<file path="src/acc_defines.svh">
// Offsets, field positions, reset values and timing counts of the comparator control block.
// Included by the package and by the design; holds definitions only.
`ifndef ACC_DEFINES_SVH
`define ACC_DEFINES_SVH
// Register indices; the byte address on the bus is four times the index.
`define ACC_IDX_CTRL0       14'h108c
`define ACC_IDX_CTRL1       14'h108d
`define ACC_IDX_INV_SEL     14'h108e
`define ACC_IDX_NONINV_SEL  14'h108f
`define ACC_IDX_MIRROR      14'h109f
`define ACC_IDX_IRQ_STATUS  14'h10a0
`define ACC_IDX_IRQ_MASK    14'h10a1
`define ACC_IDX_ADC_TRIG    14'h10a2
// Control register zero fields.
`define ACC_C0_ENABLE       7
`define ACC_C0_OUTPUT       6
`define ACC_C0_INVERT       4
`define ACC_C0_HYST         1
`define ACC_C0_SYNC         0
// Control register one fields.
`define ACC_C1_RISE_IE      1
`define ACC_C1_FALL_IE      0
// Interrupt status and mask fields.
`define ACC_IRQ_EDGE        0
`define ACC_IRQ_ADC         1
// Input select codes.
`define ACC_SEL_GROUND      3'h7
`define ACC_SEL_REF2        3'h6
`define ACC_SEL_NC5         3'h5
`define ACC_SEL_NC4         3'h4
`define ACC_SEL_CONV        3'h4
`define ACC_SEL_EXT0        3'h0
// Reset values.
`define ACC_RST_BYTE        8'h00
`define ACC_RST_SEL         3'h0
// Instruction cycle is four system clocks.
`define ACC_INSTR_DIV       4
`endif

</file>
<file path="src/acc_pkg.sv">
// Types shared by the comparator control block.
// Assumes acc_defines.svh is on the include path.
`include "acc_defines.svh"
package acc_pkg;
  typedef logic [2:0] acc_sel_t;
  typedef logic [7:0] acc_byte_t;
endpackage

</file>
<file path="src/acc_top.sv">
// Digital control and status logic of one analog comparator, with a Wishbone register slave.
// Assumes the analog core result, the companion timer clock and sleep arrive as inputs;
// the raw result and timer clock are asynchronous, sleep and trigger select users are synchronous.
// Operation
// - Inverting select routes ground, reference, external inputs.
// - Noninverting select routes ground, reference, converter, input.
// - Pending enabled comparator interrupt wakes the device.
// - Sync output frozen in sleep on system-clocked timer.
// - ADC trigger on rising output when selected.
// - Control zero bit 7 enables comparator.
// - Control zero bit 6 reads polarity-adjusted result.
// - Control zero bit 4 inverts output everywhere.
// - Control zero bit 1 drives hysteresis enable.
// - Control zero bit 0 syncs output to timer.
// - Control one bit 1 flags rising edges.
// - Control one bit 0 flags falling edges.
// - Mirror register bit 0 copies output bit.
// - Disabled comparator disconnects inputs, forces result to zero before polarity.
// - Flag stays set until software clears it.
// - Internal output latched once per instruction cycle.
// - Polarity toggle while disabled still changes output.
//
// Register access over Wishbone was chosen for this implementation.
`timescale 1ns/100ps
`include "acc_defines.svh"
module acc_top
  import acc_pkg::*;
#(
  parameter acc_byte_t ADC_TRIG_CODE = 8'h01
)
(
  input  wire logic        clk_in,
  input  wire logic        resetn_in,
  input  wire logic        wb_cyc_in,
  input  wire logic        wb_stb_in,
  input  wire logic        wb_we_in,
  input  wire logic [15:0] wb_adr_in,
  input  wire logic [3:0]  wb_sel_in,
  input  wire logic [31:0] wb_dat_in,
  output logic      [31:0] wb_dat_out,
  output logic             wb_ack_out,
  input  wire logic        cmp_raw_in,
  input  wire logic        tmr_clk_in,
  input  wire logic        tmr_sysclk_src_in,
  input  wire logic        sleep_in,
  output logic             cmp_enable_out,
  output logic             hysteresis_enable_out,
  output acc_sel_t         inverting_input_select_out,
  output logic             inverting_connect_out,
  output acc_sel_t         noninverting_input_select_out,
  output logic             noninverting_connect_out,
  output logic             cmp_ext_out,
  output logic             adc_trig_out,
  output logic             irq_out,
  output logic             wake_out
);

  logic       enable_q;
  logic       output_invert_q;
  logic       hysteresis_enable_q;
  logic       sync_mode_q;
  logic       rising_edge_irq_enable_q;
  logic       falling_edge_irq_enable_q;
  acc_sel_t   inverting_input_select_q;
  acc_sel_t   noninverting_input_select_q;
  acc_byte_t  adc_trigger_select_q;
  logic [1:0] irq_status_q;
  logic [1:0] irq_mask_q;
  logic       output_mirror_bit_q;
  logic       output_mirror_d;
  logic       raw_s1_q;
  logic       raw_s2_q;
  logic       raw_s3_q;
  logic       raw_level_q;
  logic       tmr_s1_q;
  logic       tmr_s2_q;
  logic       tmr_s3_q;
  logic       tmr_level_q;
  logic       tmr_fall;
  logic [1:0] instr_cnt_q;
  logic       instr_tick;
  logic       out_prev_q;
  logic       rise_evt;
  logic       fall_evt;
  logic       edge_set;
  logic       adc_set;
  logic       bus_req;
  logic       wr_lo;
  logic [13:0] idx;
  logic [1:0] status_clr;
  acc_byte_t  rd_byte;

  assign bus_req = wb_cyc_in & wb_stb_in & ~wb_ack_out;
  assign idx     = wb_adr_in[15:2];
  assign wr_lo   = bus_req & wb_we_in & wb_sel_in[0];

  // Three flops on the raw result; a level change is taken only when the last two agree.
  always_ff @(posedge clk_in or negedge resetn_in)
  begin
    if (!resetn_in)
    begin
      raw_s1_q    <= 1'b0;
      raw_s2_q    <= 1'b0;
      raw_s3_q    <= 1'b0;
      raw_level_q <= 1'b0;
    end
    else
    begin
      raw_s1_q <= cmp_raw_in;
      raw_s2_q <= raw_s1_q;
      raw_s3_q <= raw_s2_q;
      if (raw_s2_q == raw_s3_q)
      begin
        raw_level_q <= raw_s3_q;
      end
    end
  end

  // The timer clock is sampled the same way; its falling edge becomes a one-cycle enable.
  always_ff @(posedge clk_in or negedge resetn_in)
  begin
    if (!resetn_in)
    begin
      tmr_s1_q    <= 1'b0;
      tmr_s2_q    <= 1'b0;
      tmr_s3_q    <= 1'b0;
      tmr_level_q <= 1'b0;
    end
    else
    begin
      tmr_s1_q <= tmr_clk_in;
      tmr_s2_q <= tmr_s1_q;
      tmr_s3_q <= tmr_s2_q;
      if (tmr_s2_q == tmr_s3_q)
      begin
        tmr_level_q <= tmr_s3_q;
      end
    end
  end

  assign tmr_fall = tmr_level_q & (tmr_s2_q == tmr_s3_q) & ~tmr_s3_q;

  // Instruction cycle divider.
  always_ff @(posedge clk_in or negedge resetn_in)
  begin
    if (!resetn_in)
    begin
      instr_cnt_q <= 2'h0;
    end
    else
    begin
      instr_cnt_q <= instr_cnt_q + 2'h1;
    end
  end

  assign instr_tick = (instr_cnt_q == 2'(`ACC_INSTR_DIV - 1));

  // Polarity is applied after the enable gate, so toggling it while disabled still moves the output.
  assign output_mirror_d = (enable_q & raw_level_q) ^ output_invert_q;

  always_ff @(posedge clk_in or negedge resetn_in)
  begin
    if (!resetn_in)
    begin
      output_mirror_bit_q <= 1'b0;
    end
    else if (instr_tick)
    begin
      output_mirror_bit_q <= output_mirror_d;
    end
  end

  // The external copy is unlatched unless sync mode holds it to the timer's falling edge.
  // A timer run from the system clock stops in sleep, so the synced copy then stays put.
  always_ff @(posedge clk_in or negedge resetn_in)
  begin
    if (!resetn_in)
    begin
      cmp_ext_out <= 1'b0;
    end
    else if (!sync_mode_q)
    begin
      cmp_ext_out <= output_mirror_d;
    end
    else if (tmr_fall && !(sleep_in && tmr_sysclk_src_in))
    begin
      cmp_ext_out <= output_mirror_d;
    end
  end

  // Edge detection on the latched output bit.
  always_ff @(posedge clk_in or negedge resetn_in)
  begin
    if (!resetn_in)
    begin
      out_prev_q <= 1'b0;
    end
    else
    begin
      out_prev_q <= output_mirror_bit_q;
    end
  end

  assign rise_evt = output_mirror_bit_q & ~out_prev_q;
  assign fall_evt = ~output_mirror_bit_q & out_prev_q;
  assign edge_set = (rise_evt & rising_edge_irq_enable_q) | (fall_evt & falling_edge_irq_enable_q);
  assign adc_set  = rise_evt & (adc_trigger_select_q == ADC_TRIG_CODE);

  always_ff @(posedge clk_in or negedge resetn_in)
  begin
    if (!resetn_in)
    begin
      adc_trig_out <= 1'b0;
    end
    else
    begin
      adc_trig_out <= adc_set;
    end
  end

  // Sticky status, cleared by writing one; a set in the same cycle as the clear wins.
  assign status_clr = (wr_lo && idx == `ACC_IDX_IRQ_STATUS) ? wb_dat_in[1:0] : 2'h0;

  always_ff @(posedge clk_in or negedge resetn_in)
  begin
    if (!resetn_in)
    begin
      irq_status_q <= 2'h0;
    end
    else
    begin
      irq_status_q[`ACC_IRQ_EDGE] <= edge_set | (irq_status_q[`ACC_IRQ_EDGE] & ~status_clr[`ACC_IRQ_EDGE]);
      irq_status_q[`ACC_IRQ_ADC]  <= adc_set | (irq_status_q[`ACC_IRQ_ADC] & ~status_clr[`ACC_IRQ_ADC]);
    end
  end

  // The mask's edge bit doubles as the peripheral enable that gates wake-up.
  always_ff @(posedge clk_in or negedge resetn_in)
  begin
    if (!resetn_in)
    begin
      irq_out  <= 1'b0;
      wake_out <= 1'b0;
    end
    else
    begin
      irq_out  <= |(irq_status_q & irq_mask_q);
      wake_out <= sleep_in & irq_status_q[`ACC_IRQ_EDGE] & irq_mask_q[`ACC_IRQ_EDGE];
    end
  end

  // Control register writes; only the low byte lane carries register data.
  always_ff @(posedge clk_in or negedge resetn_in)
  begin
    if (!resetn_in)
    begin
      enable_q                  <= 1'b0;
      output_invert_q           <= 1'b0;
      hysteresis_enable_q       <= 1'b0;
      sync_mode_q               <= 1'b0;
      rising_edge_irq_enable_q  <= 1'b0;
      falling_edge_irq_enable_q <= 1'b0;
      inverting_input_select_q    <= `ACC_RST_SEL;
      noninverting_input_select_q <= `ACC_RST_SEL;
      adc_trigger_select_q      <= `ACC_RST_BYTE;
      irq_mask_q                <= 2'h0;
    end
    else if (wr_lo)
    begin
      unique case (idx)
        `ACC_IDX_CTRL0:
        begin
          enable_q            <= wb_dat_in[`ACC_C0_ENABLE];
          output_invert_q     <= wb_dat_in[`ACC_C0_INVERT];
          hysteresis_enable_q <= wb_dat_in[`ACC_C0_HYST];
          sync_mode_q         <= wb_dat_in[`ACC_C0_SYNC];
        end
        `ACC_IDX_CTRL1:
        begin
          rising_edge_irq_enable_q  <= wb_dat_in[`ACC_C1_RISE_IE];
          falling_edge_irq_enable_q <= wb_dat_in[`ACC_C1_FALL_IE];
        end
        `ACC_IDX_INV_SEL:
        begin
          inverting_input_select_q <= wb_dat_in[2:0];
        end
        `ACC_IDX_NONINV_SEL:
        begin
          noninverting_input_select_q <= wb_dat_in[2:0];
        end
        `ACC_IDX_ADC_TRIG:
        begin
          adc_trigger_select_q <= wb_dat_in[7:0];
        end
        `ACC_IDX_IRQ_MASK:
        begin
          irq_mask_q <= wb_dat_in[1:0];
        end
        default:
        begin
          irq_mask_q <= irq_mask_q;
        end
      endcase
    end
  end

  // Analog-facing controls; a disabled comparator has every input path open.
  always_ff @(posedge clk_in or negedge resetn_in)
  begin
    if (!resetn_in)
    begin
      cmp_enable_out                <= 1'b0;
      hysteresis_enable_out         <= 1'b0;
      inverting_input_select_out    <= `ACC_RST_SEL;
      inverting_connect_out         <= 1'b0;
      noninverting_input_select_out <= `ACC_RST_SEL;
      noninverting_connect_out      <= 1'b0;
    end
    else
    begin
      cmp_enable_out                <= enable_q;
      hysteresis_enable_out         <= hysteresis_enable_q;
      inverting_input_select_out    <= inverting_input_select_q;
      noninverting_input_select_out <= noninverting_input_select_q;
      inverting_connect_out         <= enable_q & (inverting_input_select_q != `ACC_SEL_NC5) &
                                       (inverting_input_select_q != `ACC_SEL_NC4);
      noninverting_connect_out      <= enable_q & ((noninverting_input_select_q == `ACC_SEL_GROUND) |
                                       (noninverting_input_select_q == `ACC_SEL_REF2) |
                                       (noninverting_input_select_q == `ACC_SEL_CONV) |
                                       (noninverting_input_select_q == `ACC_SEL_EXT0));
    end
  end

  // Read multiplexer; unmapped addresses and unimplemented bits read zero.
  always_comb
  begin
    rd_byte = 8'h00;
    unique case (idx)
      `ACC_IDX_CTRL0:
      begin
        rd_byte[`ACC_C0_ENABLE] = enable_q;
        rd_byte[`ACC_C0_OUTPUT] = output_mirror_bit_q;
        rd_byte[`ACC_C0_INVERT] = output_invert_q;
        rd_byte[`ACC_C0_HYST]   = hysteresis_enable_q;
        rd_byte[`ACC_C0_SYNC]   = sync_mode_q;
      end
      `ACC_IDX_CTRL1:
      begin
        rd_byte[`ACC_C1_RISE_IE] = rising_edge_irq_enable_q;
        rd_byte[`ACC_C1_FALL_IE] = falling_edge_irq_enable_q;
      end
      `ACC_IDX_INV_SEL:
      begin
        rd_byte[2:0] = inverting_input_select_q;
      end
      `ACC_IDX_NONINV_SEL:
      begin
        rd_byte[2:0] = noninverting_input_select_q;
      end
      `ACC_IDX_MIRROR:
      begin
        rd_byte[0] = output_mirror_bit_q;
      end
      `ACC_IDX_IRQ_STATUS:
      begin
        rd_byte[1:0] = irq_status_q;
      end
      `ACC_IDX_IRQ_MASK:
      begin
        rd_byte[1:0] = irq_mask_q;
      end
      `ACC_IDX_ADC_TRIG:
      begin
        rd_byte = adc_trigger_select_q;
      end
      default:
      begin
        rd_byte = 8'h00;
      end
    endcase
  end

  // Every request is answered one cycle after it is seen, mapped or not.
  always_ff @(posedge clk_in or negedge resetn_in)
  begin
    if (!resetn_in)
    begin
      wb_ack_out <= 1'b0;
      wb_dat_out <= 32'h0000_0000;
    end
    else
    begin
      wb_ack_out <= bus_req;
      if (bus_req && !wb_we_in)
      begin
        wb_dat_out <= {24'h00_0000, rd_byte};
      end
    end
  end

endmodule

</file>
<file path="config.mk">
export PLATFORM = sky130hd
export DESIGN_NAME = acc_top
export DESIGN_NICKNAME = d
export VERILOG_FILES = /design/src/acc_pkg.sv /design/src/acc_top.sv
export VERILOG_INCLUDE_DIRS = /design/src
export SDC_FILE = /design/constraint.sdc
export NUM_CORES = 1
export LEC_CHECK = 0
export ABC_AREA = 1
export BUFFER_PORTS_ARGS = -buffer_cell sky130_fd_sc_hd__buf_2
export CORE_UTILIZATION = 45
export CTS_CLUSTER_DIAMETER = 150
export DETAILED_ROUTE_END_ITERATION = 8
export GPL_TIMING_DRIVEN = 1
export PLACE_DENSITY_LB_ADDON = 0.25
export SYNTH_ARGS = -nofsm -noshare
export SYNTH_HDL_FRONTEND = slang
export SYNTH_SLANG_ARGS = --single-unit
</file>
<file path="constraint.sdc">
create_clock -name clk_in -period 1.7 [get_ports clk_in]
set_clock_uncertainty 0.05 [all_clocks]
set_input_delay 0 -clock clk_in [delete_from_list [all_inputs] [get_ports clk_in]]
set_output_delay 0 -clock clk_in [all_outputs]
set_load 0.05 [all_outputs]
</file>
; After elaboration in Yosys (flattened, before gate mapping)
; Index checks and enable logic that the tools add are counted.
[classes]
addsub = 1
n_lt_le_gt_ge = 0
mul = 0
n_shift = 0
reduce_logical = 14
n_mux = 10
n_div = 0
n_eq_ne = 18
bitwise = 33
[op_table]
columns = operator, count
row1 = "14-bit by 13-bit equality test with 1-bit output, second input constant", 8
row2 = 1-bit AND, 19
row3 = 2-bit AND reduction, 6
row4 = "3-bit equality test, second input constant", 3
row5 = "8-bit by 1-bit equality test with 1-bit output, second input constant", 1
row6 = 1-bit case mux with 8 select lines, 1
row7 = 1-bit case mux with 7 select lines, 1
row8 = "3-bit != test, second input constant", 2
row9 = 1-bit inverter, 6
row10 = 1-bit bitwise OR, 6
row11 = 1-bit logical AND, 4
row12 = 1-bit two-way mux, 4
row13 = 2-bit case mux with 2 select lines, 1
row14 = 3-bit zero test, 1
row15 = 1-bit case mux with 3 select lines, 1
row16 = "2-bit by 1-bit adder with 2-bit output, second input constant", 1
row17 = 2-bit AND, 1
row18 = 1-bit equality test, 2
row19 = "2-bit equality test, second input constant", 1
row20 = 1-bit zero test, 2
row21 = 2-bit two-way mux, 1
row22 = "2-bit by 1-bit != test with 1-bit output, second input constant", 1
row23 = 1-bit case mux with 2 select lines, 1
row24 = 2-bit OR reduction, 1
row25 = 1-bit XOR, 1
[totals]
input_bits = 61
latchBits = 0
register_bits = 59
ramBits = 0
elab_cells = 110
output_inout_bits = 47
mem_bits_ro = 0
memories = 0

; Longest topological paths before layout
[depth]
ltp_word = 9
depth_mapped = 10
depth_no_buf = 10

; Worst setup path before layout
; Ideal clock, no wire load.
[synth_path]
path_type = reg-to-reg
start = register wb_ack_out
end = register adc_trigger_select_q[7]
stages_incl_launch_ff = 8
arrival_time_ns = 1.392
setup_time_ns = 0.117
n_path_buf = 1
t_required_ns = 1.533
period_less_slack_ns = 1.559
slack_ns = 0.141
path_cell_list = dfrtp_1 > nor2_2 > nand3_1 > inv_2 > nand3_4 > buf_6 > nand2_2 > o21ai_2
[synth_between]
elab_chain_len = 5
[synth_lines]
columns = element, line
row1 = start: declaration, acc_top.sv:41  ; output logic wb_ack_out,
row2 = start signal: assignment, acc_top.sv:393  ; wb_ack_out <= bus_req;
row3 = 1-bit inverter, acc_top.sv:93  ; assign bus_req = wb_cyc_in & wb_stb_in & ~wb_ack_out;
row4 = 1-bit AND, acc_top.sv:93
row5 = net bus_req, acc_top.sv:87  ; logic bus_req;
row6 = 1-bit AND (2 in a row), acc_top.sv:95  ; assign wr_lo = bus_req & wb_we_in & wb_sel_in[0];
row7 = 2-bit AND reduction (no source line), --
row8 = end signal: assignment, acc_top.sv:265  ; adc_trigger_select_q <= `ACC_RST_BYTE;
row9 = end signal: assignment, acc_top.sv:293  ; adc_trigger_select_q <= wb_dat_in[7:0];
row10 = end: declaration, acc_top.sv:66  ; acc_byte_t adc_trigger_select_q;
; The timed path passes the listed nets, and every way through them passes these cells.
; A chain may end at the register's enable or synchronous reset.

; Worst setup path after layout
[layout_path]
start = register wb_ack_out
end = register adc_trigger_select_q[0]
; The elaborated chain is that of the path after synthesis.

==> summary.txt <==
Status - complete, no violations
Vias in the first global route - 1899
Max_cap viols - 0
Die span in y - 80.16 um
Setup_tns - 0 ns
Post-route cell area - 3373 um^2
CP Launch Type - flip-flop
Unrepaired setup endpoints after global routing - false
Gr usage total - 18.40%
Placed cells - 428
Cell Area, Placed - 3028 um^2
Fmax - 0.6490 GHz
FP Rows - 28
Post-CTS setup repair buffer count - 0
Fin crit period - 1.541 ns
Pin count of the biggest net entering global routing - 60
Worst-path clk slew - 0.06 ns
Min-delay worst type - input pin to flip-flop
Seq pwr share - 47.2%
# diodes - 0
Combinational share of power - 11.7%
Hold_buf cts - 15
Initial antenna violation count - 0
Nets - 441
Worst R2R End - adc_trigger_select_q[0]$_DFFE_PN0P_
Mapped Cells - 299
Ys Warns - 0
Die boundary width - 80.16 um
Core ar. - 5921 um^2
Pwr dens - 908.7 nW/um^2
Post-CTS Resized - 0
Fillcell total - 561
Psw - 830.4 uW
1st-iter DRT viols - 111
Setup Viol. Count Final - 0
Die area - 6425 um^2
Clock Power Share - 41.1%
Vias - 2157
Hold Crit Start - wb_sel_in[0]
Worst VDD drop - 0.4731 mV
Fin cells - 459
Max clock buf depth - 2
FF-to-FF Start - wb_ack_out$_DFF_PN0_
I/O Pins - 108
GRT overflow - 0
P_leak - 0.001733 uW
Worst EP required - 1.87 ns
Wire per inst - 11.90 um
Root buf cell - clkbuf_8
H-tree depth - 3
Setup crit end kind - flip-flop
Share of layout cells above drive strength 1 - 26.56%
Fin. max-slew vios - 0
DRC - 0
Routed vias/inst - 4.699
Antenna-violating nets left - 0
Routed WL - 5464 um
Cell Area, Synth - 2749 um^2
First-pass GRT wire length - 8728 um
Initial Util - 46.43%
Final Util - 56.97%
Post-Syn Area per Cell - 9.194 um^2
CTS tree - done
Critical path peak fanout - 16
Worst hold slack - 0.02567 ns
P&R area growth vs syn - 22.71%
Seq. cell area - 1476 um^2
WS Path Type - flip-flop to flip-flop
Fin. Hold Viols - 0
Yosys cell types - 28
Cell depth of the worst flop-to-flop path - 6
IO buf count - 54
R2r setup slk - 0.16 ns
Pint - 2235 uW
Hold Path Stages - 4
Worst EP arrival - 1.71 ns
Multi-input logic area - 1028 um^2
WHS Endpoint - irq_status_q[0]$_DFF_PN0_
GPL Wtd Cong - 0.8992
Cts bufs inserted - 9
Clock Latency Late Sink - 0.34 ns
CTS Sinks - 59
#FFs+latches synth - 59
Detailed Routing Iterations Pass 1 - 4
Seq/Total Area, Yosys - 53.71%
Sw Ratio - 27.09%
Fin crit share - 90.63%
Dpl hpwl - 3916 um
[how the worst max path moves through the flow]
stage | from | endpoint | slack, ns | cells past startpoint
5_1_grt | wb_ack_out$_DFF_PN0_ | adc_trigger_select_q[2]$_DFFE_PN0P_ | 0.03 | 6
2_1_floorplan | wb_ack_out$_DFF_PN0_ | adc_trigger_select_q[7]$_DFFE_PN0P_ | 0.14 | 7
3_5_place_dp | wb_ack_out$_DFF_PN0_ | adc_trigger_select_q[2]$_DFFE_PN0P_ | 0.14 | 6
4_1_cts | wb_ack_out$_DFF_PN0_ | adc_trigger_select_q[2]$_DFFE_PN0P_ | 0.15 | 6
3_3_place_gp | wb_ack_out$_DFF_PN0_ | adc_trigger_select_q[0]$_DFFE_PN0P_ | 0.19 | 6
6_report | wb_ack_out$_DFF_PN0_ | adc_trigger_select_q[0]$_DFFE_PN0P_ | 0.16 | 6
[layout make-up]
class | instances | area share [%]
Sequential cell | 59 | 43.77
Multi-Input combinational cell | 206 | 30.49
Timing Repair Buffer | 74 | 13.95
Clock buffer | 12 | 4.303
Inverter | 29 | 3.227
Tap cell | 75 | 2.782
Clock inverter | 4 | 1.484
[layer usage]
layer,share of wire [%],up-vias,global-route usage (%)
met4,0.75,0,7.679
li1,-,1069,-
met5,0,-,0
met2,51,49,30.51
met1,44,1033,22.62
met3,3.9,6,4.886
[state kept, by name, indices dropped and copies added, names as in the netlist, 2 cells and up]
signal                         count
noninverting_input_select_out      3
wb_dat_out                         8
irq_mask_q                         2
inverting_input_select_q           3
adc_trigger_select_q               8
inverting_input_select_out         3
noninverting_input_select_q        3
instr_cnt_q                        2
irq_status_q                       2
[placed cells by master (no fill, tap or decap), types with 2 or more instances in the layout]
cell and instances:
o21ai_2 8, a31oi_1 4, conb_1 24, a21oi_1 3
nor2_1 26, buf_2 54, o21ai_1 5, clkbuf_8 10
inv_2 2, clkinvlp_4 2, nor2_2 5, clkbuf_1 2
dfrtp_1 59, nand3_2 3, dlygate4sd3_1 15, inv_1 27
o21ai_0 13, buf_4 4, nand3_4 2, nand2_1 65
nand3_1 29, nor4_1 2, nand2_2 5, nor2_4 4
[metrics by stage]
stage	setup slack, ns	power [uW]
floorplan	0.1408	1745
global placement	0.1942	1804
detailed placement	0.1415	1809
CTS	0.1509	3102
global route	0.02632	3185
finish	0.1592	3065
[synth_stat cells]
| library cell | instances | area [um^2] |
|---|---|---|
| ha_1 | 1 | 12.51 |
| inv_2 | 2 | 7.510 |
| nand2_2 | 5 | 31.28 |
| nor2_2 | 5 | 31.28 |
| a21boi_0 | 1 | 7.510 |
| conb_1 | 1 | 3.750 |
| nor4_1 | 2 | 12.51 |
| dfrtp_1 | 59 | 1476 |
| nand3_2 | 3 | 30.03 |
| buf_6 | 3 | 33.78 |
| and3_1 | 1 | 6.260 |
| nor2_1 | 26 | 97.59 |
| a21o_1 | 1 | 7.510 |
| nand3_4 | 2 | 35.03 |
| nor2_4 | 4 | 45.04 |
| xnor2_1 | 1 | 8.760 |
| a21oi_1 | 3 | 15.01 |
| nand4_1 | 1 | 6.260 |
| o21ai_0 | 13 | 65.06 |
| nand2_1 | 65 | 244.0 |
| maj3_1 | 1 | 10.01 |
| nand3_1 | 29 | 145.1 |
| buf_4 | 25 | 187.7 |
| o31ai_1 | 1 | 7.510 |
| inv_1 | 27 | 101.4 |
| o21ai_1 | 5 | 25.02 |
| o21ai_2 | 8 | 70.07 |
| a31oi_1 | 4 | 25.02 |
[power groups by stage]
stage	combinational [uW]	clock, uW	sequential, uW
detailed placement	336	0	1470
finish	360	1260	1450
global placement	333	0	1470
floorplan	224	0	1520
CTS	363	1290	1450
global route	389	1350	1450
[kinds of logic (layout without fill, tap and decap cells)]
kind of cell | Yosys count | count (layout) | synth area share [%]
DFF | 59 | 59 | 53.71
and+or+nand+nor | 143 | 143 | 24.90
xor gates and xnor gates | 1 | 1 | 0.3187
adders and majority gates | 2 | 2 | 0.8192
other | 1 | 24 | 0.1364
AOI/OAI and AO/OA | 36 | 36 | 8.102
buffers and inverters | 57 | 119 | 12.02
[critical path, cell delays in order (launching register included)]
cell and delay (ns):
dfrtp_1 0.39, nor2_2 0.14, nand3_1 0.15, inv_2 0.22, nand3_4 0.25, nand2_1 0.15, o21ai_2 0.06
(Power assumes the default switching activity.)
